**src/verilog/slms_pkg.sv**
```systemverilog
package slms_pkg;

    // ------------------------------------------------------------
    // timing
    // ------------------------------------------------------------
    localparam int unsigned CLK_HZ = 20000000;
    localparam int unsigned BLINK_HALF_MS = 200;
    localparam int unsigned FLASH_ON_MS = 200;
    localparam int unsigned FLASH_PERIOD_MS = 1200;
    localparam int unsigned BLINK_HALF_CYC = CLK_HZ / 1000 * BLINK_HALF_MS;
    localparam int unsigned FLASH_ON_CYC = CLK_HZ / 1000 * FLASH_ON_MS;
    localparam int unsigned FLASH_PERIOD_CYC = CLK_HZ / 1000 * FLASH_PERIOD_MS;
    localparam int unsigned TMR_W = 25;

    // ------------------------------------------------------------
    // fieldbus state codes
    // ------------------------------------------------------------
    typedef enum logic [2:0]
    {
        SLMS_ST_INIT = 3'h1,
        SLMS_ST_PREOP = 3'h2,
        SLMS_ST_BOOT = 3'h3,
        SLMS_ST_SAFEOP = 3'h4,
        SLMS_ST_OP = 3'h0
    } slms_fsm_state_t;

    // ------------------------------------------------------------
    // configuration and line carriers
    // ------------------------------------------------------------
    typedef struct packed
    {
        logic four_wire_select;
        logic echo_suppress;
    } slms_cfg_t;

    typedef struct packed
    {
        logic valid;
        logic [7:0] data;
    } slms_char_t;

    // ------------------------------------------------------------
    // transmit path states
    // ------------------------------------------------------------
    typedef enum logic [1:0]
    {
        SLMS_TX_IDLE = 2'h0,
        SLMS_TX_BUSY = 2'h1,
        SLMS_TX_DRAIN = 2'h2
    } slms_tx_state_t;

    localparam logic [3:0] DRAIN_CYC = 4'h4;

endpackage : slms_pkg

```
**src/verilog/slms_run_led.sv**
```systemverilog
`timescale 1ns/1ns
module slms_run_led
    import slms_pkg::*;
(
    input wire logic i_sys_clk,
    input wire logic i_sys_rst,
    input wire slms_fsm_state_t i_state,
    output logic o_run_led
);

    logic [TMR_W-1:0] tmr_r;
    logic [TMR_W-1:0] tmr_nxt;
    logic blink_r;
    logic run_nxt;

    // ------------------------------------------------------------
    // free running pattern timer
    // ------------------------------------------------------------
    always_comb
    begin
        if (tmr_r == TMR_W'(FLASH_PERIOD_CYC - 1))
            tmr_nxt = '0;
        else
            tmr_nxt = tmr_r + TMR_W'(1);
    end

    always_ff @(posedge i_sys_clk)
    begin
        if (i_sys_rst)
            tmr_r <= '0;
        else
            tmr_r <= tmr_nxt;
    end

    always_ff @(posedge i_sys_clk)
    begin
        if (i_sys_rst)
            blink_r <= 1'b0;
        else if ((tmr_r % TMR_W'(BLINK_HALF_CYC)) == TMR_W'(BLINK_HALF_CYC - 1))
            blink_r <= ~blink_r;
    end

    // ------------------------------------------------------------
    // state to pattern
    // ------------------------------------------------------------
    always_comb
    begin
        unique case (i_state)
            SLMS_ST_INIT: run_nxt = 1'b0;
            SLMS_ST_BOOT: run_nxt = 1'b0;
            SLMS_ST_PREOP: run_nxt = blink_r;
            SLMS_ST_SAFEOP: run_nxt = (tmr_r < TMR_W'(FLASH_ON_CYC));
            SLMS_ST_OP: run_nxt = 1'b1;
            default: run_nxt = 1'b0;
        endcase
    end

    always_ff @(posedge i_sys_clk)
    begin
        if (i_sys_rst)
            o_run_led <= 1'b0;
        else
            o_run_led <= run_nxt;
    end

endmodule : slms_run_led

```
**src/verilog/slms_serial_line.sv**
```systemverilog
`timescale 1ns/1ns
module slms_serial_line
    import slms_pkg::*;
(
    input wire logic i_sys_clk,
    input wire logic i_sys_rst,
    input wire slms_cfg_t i_cfg,
    input wire slms_fsm_state_t i_state,
    input wire slms_char_t i_tx_char,
    input wire logic i_tx_busy,
    input wire logic i_tx_line,
    input wire logic i_rx_line,
    input wire slms_char_t i_rx_char,
    output logic o_tx_ready,
    output logic o_tx_enable,
    output logic o_rx_enable,
    output slms_char_t o_rx_char,
    output logic o_outputs_safe,
    output logic o_full_duplex,
    output logic o_run_led,
    output logic o_tx_led,
    output logic o_rx_led
);

    slms_tx_state_t tx_state_r;
    slms_tx_state_t tx_state_nxt;
    logic [3:0] drain_r;
    logic tx_active;
    logic rx_gate;
    logic echo_drop;
    logic full_duplex;

    assign full_duplex = i_cfg.four_wire_select;
    assign tx_active = (tx_state_r != SLMS_TX_IDLE);

    // ------------------------------------------------------------
    // transmit activity tracking
    // ------------------------------------------------------------
    always_comb
    begin
        tx_state_nxt = tx_state_r;
        unique case (tx_state_r)
            SLMS_TX_IDLE:
            begin
                if (i_tx_char.valid || i_tx_busy)
                    tx_state_nxt = SLMS_TX_BUSY;
            end
            SLMS_TX_BUSY:
            begin
                if (!i_tx_busy && !i_tx_char.valid)
                    tx_state_nxt = SLMS_TX_DRAIN;
            end
            SLMS_TX_DRAIN:
            begin
                if (i_tx_char.valid || i_tx_busy)
                    tx_state_nxt = SLMS_TX_BUSY;
                else if (drain_r == DRAIN_CYC)
                    tx_state_nxt = SLMS_TX_IDLE;
            end
            default: tx_state_nxt = SLMS_TX_IDLE;
        endcase
    end

    always_ff @(posedge i_sys_clk)
    begin
        if (i_sys_rst)
            tx_state_r <= SLMS_TX_IDLE;
        else
            tx_state_r <= tx_state_nxt;
    end

    always_ff @(posedge i_sys_clk)
    begin
        if (i_sys_rst || tx_state_r != SLMS_TX_DRAIN)
            drain_r <= '0;
        else
            drain_r <= drain_r + 4'h1;
    end

    // ------------------------------------------------------------
    // mode decisions
    // ------------------------------------------------------------
    always_comb
    begin
        if (full_duplex)
            rx_gate = !(i_cfg.echo_suppress && tx_active);
        else
            rx_gate = !tx_active || !i_cfg.echo_suppress;
    end

    // own echo recognised only in two-wire mode, while our own frame is on the line or draining
    assign echo_drop = !full_duplex && i_cfg.echo_suppress && tx_active;

    // ------------------------------------------------------------
    // line control outputs
    // ------------------------------------------------------------
    always_ff @(posedge i_sys_clk)
    begin
        if (i_sys_rst)
        begin
            o_tx_enable <= 1'b0;
            o_tx_ready <= 1'b0;
            o_full_duplex <= 1'b0;
        end
        else
        begin
            o_tx_enable <= full_duplex || tx_active || i_tx_char.valid;
            o_tx_ready <= 1'b1;
            o_full_duplex <= full_duplex;
        end
    end

    always_ff @(posedge i_sys_clk)
    begin
        if (i_sys_rst)
            o_rx_enable <= 1'b0;
        else
            o_rx_enable <= rx_gate && !echo_drop;
    end

    // ------------------------------------------------------------
    // receive data path
    // ------------------------------------------------------------
    always_ff @(posedge i_sys_clk)
    begin
        if (i_sys_rst)
            o_rx_char <= '0;
        else
        begin
            o_rx_char.data <= i_rx_char.data;
            o_rx_char.valid <= i_rx_char.valid && rx_gate && !echo_drop;
        end
    end

    // ------------------------------------------------------------
    // line level indicators and safe outputs
    // ------------------------------------------------------------
    always_ff @(posedge i_sys_clk)
    begin
        if (i_sys_rst)
        begin
            o_tx_led <= 1'b0;
            o_rx_led <= 1'b0;
            o_outputs_safe <= 1'b1;
        end
        else
        begin
            o_tx_led <= i_tx_line;
            o_rx_led <= i_rx_line;
            o_outputs_safe <= (i_state != SLMS_ST_OP);
        end
    end

    // ------------------------------------------------------------
    // run indicator
    // ------------------------------------------------------------
    slms_run_led u_run_led
    (
        .i_sys_clk(i_sys_clk),
        .i_sys_rst(i_sys_rst),
        .i_state(i_state),
        .o_run_led(o_run_led)
    );

endmodule : slms_serial_line
```
**config.mk**
```make
export PLATFORM = sky130hd
export DESIGN_NAME = slms_serial_line
export DESIGN_NICKNAME = d
export VERILOG_FILES = /design/src/verilog/slms_pkg.sv /design/src/verilog/slms_run_led.sv /design/src/verilog/slms_serial_line.sv
export SDC_FILE = /design/constraint.sdc
export NUM_CORES = 1
export LEC_CHECK = 0
export BUFFER_PORTS_ARGS = -buffer_cell sky130_fd_sc_hd__buf_4
export CAP_MARGIN = 5
export CORE_MARGIN = 1
export CORE_UTILIZATION = 35
export DETAILED_ROUTE_END_ITERATION = 10
export PLACE_DENSITY = 0.51
export SETUP_SLACK_MARGIN = 0.5
export SYNTH_ARGS = -nofsm -noshare
export SYNTH_HDL_FRONTEND = slang
export SYNTH_SLANG_ARGS = --single-unit
export TNS_END_PERCENT = 30
```
**constraint.sdc**
```tcl
create_clock -name i_sys_clk -period 4.4 [get_ports i_sys_clk]
set_input_delay 0.22 -clock i_sys_clk [delete_from_list [all_inputs] [get_ports i_sys_clk]]
set_output_delay 0.22 -clock i_sys_clk [all_outputs]
set_load 0.1 [all_outputs]
```
==> impl_metrics.json <==
{
  "outcome": "complete, but fails checks",
  "failed_checks": "setup timing",
  "synth_nets": 515,
  "yosys.area.top_type_share": 0.2559,
  "core-area_mm2": 0.01046,
  "irDropWorstVdd_mv": 0.1475,
  "clockBufferDepth": 2,
  "arrival_ns": 4.77,
  "hold-worst-slack_ns": 0.06353,
  "hold_viol": 0,
  "vias_per_cell": 5.247,
  "fin_crit_sh": 1.036,
  "track_usage": 0.1989,
  "timing.rr.end": "u_run_led.blink_r",
  "drt_wl_total_um": 11220,
  "ys_types": 82,
  "avgSynthCellArea_um2": 7.937,
  "synth_commonest_cells": "nor2_1 (64), dfxtp_1 (49), o21ai_0 (24)",
  "layout-drive-gt1-share": 0.3919,
  "clkSinkCount": 49,
  "synth_edf_count": 0,
  "layout.nets": 651,
  "crit_buf_inv": 4,
  "synth_flop_cell": "dfxtp_1",
  "rr_worst_depth": 19,
  "min_path_type": "in -> reg",
  "die_y_um": 106.7,
  "power.leakage_nw": 2.212,
  "synth_warnings": 0,
  "hold_depth": 2,
  "synth_top_area_cell": "dfxtp_1",
  "crit_path_cell_trace": "nand4_1 > buf_4 > a211o_1 > a32oi_2 > buf_4 > nor4_2 > buf_4 > buf_6 > o2111a_1 > a221o_1 > nor3_4 > or4_4 > a21boi_2 > or4_4 > a211oi_4 > a21oi_2 > mux2i_1 > nor4_2 > mux2_4",
  "slew_headroom": 0.4676,
  "dpl.hpwl_um": 8787,
  "power.density_mw_per_mm2": 158.1,
  "area_growth_syn_to_layout_pct": 40.14,
  "drt_iter0_drc": 169,
  "cp_slowest_stage_delay_ns": 0.57,
  "cpMostUsedCell": "buf_4",
  "vias": 3967,
  "setup_viol": 1,
  "synth_area_mm2": 0.003834,
  "antenna_found_initial": 0,
  "path_delay_family": "simple AND/OR/NAND/NOR gates",
  "yosys.area_share.xor_xnor": 0.09367,
  "worst_ep_required_time_ns": 4.61,
  "cts_made_buffers": 5,
  "synthTopCellsByArea": "dfxtp_1 (26%), nor2_1 (6.3%), xnor2_1 (5.3%)",
  "drtAntennaViolNets": 0,
  "grt_overflow_total": 0,
  "fin_crit_ns": 4.558,
  "synth-simple-area-share": 0.3218,
  "synth_compound_gate_area_share": 0.2288,
  "yosysMostFrequentCell": "nor2_1",
  "synth_top_family_by_area": "simple AND/OR/NAND/NOR gates",
  "path_class": "reg -> reg",
  "tightest_slew_ns": 0.7987,
  "rsz0062_at_grt": "yes",
  "wire_per_inst_um": 14.84,
  "start_util": 0.3664,
  "rrSetupSlack_ns": -0.16,
  "synth-seq-cells": 49,
  "ios": 45,
  "clk_latency_ns": 0.31,
  "path_depth": 19,
  "synth_adder_area_share": 0.01828,
  "hold_path_end": "u_run_led.o_run_led",
  "cap_violations": 0,
  "worstReg2RegStart": "u_run_led.tmr_r[21]",
  "clock_skew_ns": 0.007723,
  "die_x_um": 106.7,
  "fp-row-count": 37,
  "syn_inst": 483,
  "grt_pass1_wl_um": 18200,
  "firstDrtPassIters": 4,
  "cp_max_fo": 4,
  "clk_transition_reported_paths_ns": 0.09,
  "yosysSeqAreaShare": 0.2559,
  "dieArea_mm2": 0.01138,
  "routabilityCongestion": 0.8347,
  "drcViolationCount": 0,
  "min-delay-start": "i_state[0]",
  "async_reset_ff_frac": 0,
  "placedCellCount": 737,
  "muxShareOfSynthArea": 0.02872,
  "cts_max_level": 2,
  "cts-root-buf": "clkbuf_8",
  "first_global_vias": 3769,
  "drv_slew": 0,
  "antenna_cells": 0,
  "fmax_ghz": 0.2194,
  "worst_setup_path_start_kind": "flop",
  "cts_tree": "built",
  "slowest_stage": "or4_4",
  "io_buffers": 36,
  "cp-end-kind": "flop",
  "final_cells": 756,
  "grt_max_degree": 25,
  "worst_slack_ns": -0.1582
}
==> routing by layer <==
layer  part of all wire  vias up  GRT usage
li1                   -     2027          -
met1               0.49     1878     0.2619
met2               0.47       50     0.3323
met3              0.024       12    0.02675
met4              0.014        0    0.06849
met5                  0        -          0
==> worst max-delay path by stage <==
stage	from	end	slack [ns]
after global placement	u_run_led.tmr_r[0]	u_run_led.blink_r	-0.38
after global routing	u_run_led.tmr_r[21]	u_run_led.blink_r	-0.34
after CTS	u_run_led.tmr_r[11]	u_run_led.blink_r	-0.15
final	u_run_led.tmr_r[21]	u_run_led.blink_r	-0.16
after floorplan	u_run_led.tmr_r[13]	u_run_led.blink_r	-0.03
after detailed placement	u_run_led.tmr_r[0]	u_run_led.blink_r	-0.43
==> cells by family (layout without fill, tap and decap cells) <==
kind of cell,after synthesis,count (layout)
and+or+nand+nor,219,219
AOI/OAI and AO/OA,115,115
DFF,49,49
buffers and inverters,43,180
xor gates and xnor gates,41,41
muxes,10,10
adders and majority gates,6,6
==> timing repair <==
| item | in CTS | in global routing |
|---|---|---|
| gates cloned | 0 | 0 |
| buffers inserted | 6 | 5 |
| setup endpoints to repair | 1 | 1 |
| pin swaps | 14 | 17 |
| resized for setup | 21 | 27 |
| hold buffers | 0 | 0 |
==> through the flow <==
stage	cell area, µm²	utilization	power (mW)	setup TNS [ns]	worst slack, ns
2_1_floorplan	3842	-	0.5522	-0.03303	-0.03303
6_report	5373	0.5135	0.8496	-0.1582	-0.1582
4_1_cts	5224	0.4993	0.8621	-0.1543	-0.1543
5_1_grt	5373	0.5135	0.8858	-0.3370	-0.3370
3_3_place_gp	4974	0.4754	0.5880	-0.3791	-0.3791
3_5_place_dp	4974	0.4754	0.5893	-0.4299	-0.4299
==> where the power goes <==
group	internal (mW)	total (mW)	leakage, nW	switching, mW
registers	0.455	0.459	0.405	0.00468
clock network	0.113	0.268	0.0456	0.154
logic	0.0364	0.122	1.76	0.0858
==> flip-flops by register name, indices dropped and copies added, names as in the netlist <==
name and flops:
u_run_led.blink_r 1, o_rx_char 9, o_full_duplex 1, o_rx_enable 1, drain_r 4, o_outputs_safe 1, o_tx_led 1, u_run_led.tmr_r 25
tx_state_r 2, o_rx_led 1, o_tx_enable 1, u_run_led.o_run_led 1, o_tx_ready 1
==> cell type report <==
type                            count  area (µm²)
Fill cell                        1055        5090
Inverter                           12       45.04
Multi-Input combinational cell    391        2872
Tap cell                          136       170.2
Timing Repair Buffer              160        1209
Clock inverter                      2       13.76
Sequential cell                    49       991.0
Clock buffer                        6       72.57
==> layout by cell type, fill, tap and decap left out, types with 4 or more instances in the layout <==
cell	count
buf_4	158
a21oi_1	18
dfxtp_2	8
and3_1	11
nor4_2	5
or3_1	12
a211o_1	4
o21a_1	5
nand2_1	18
ha_1	4
nor3_2	4
or2_2	5
nand3_1	20
and2_1	5
o21ai_1	5
nor2b_1	16
dfxtp_1	41
mux2i_1	6
xnor2_1	20
or4_4	4
nor3_1	14
a211oi_1	5
nand2b_1	6
o21ai_0	22
nor2_1	61
nand4_1	6
clkbuf_8	5
xor2_1	16
nor4_1	8
inv_1	12
No activity file was read; power rests on OpenSTA's default activity.
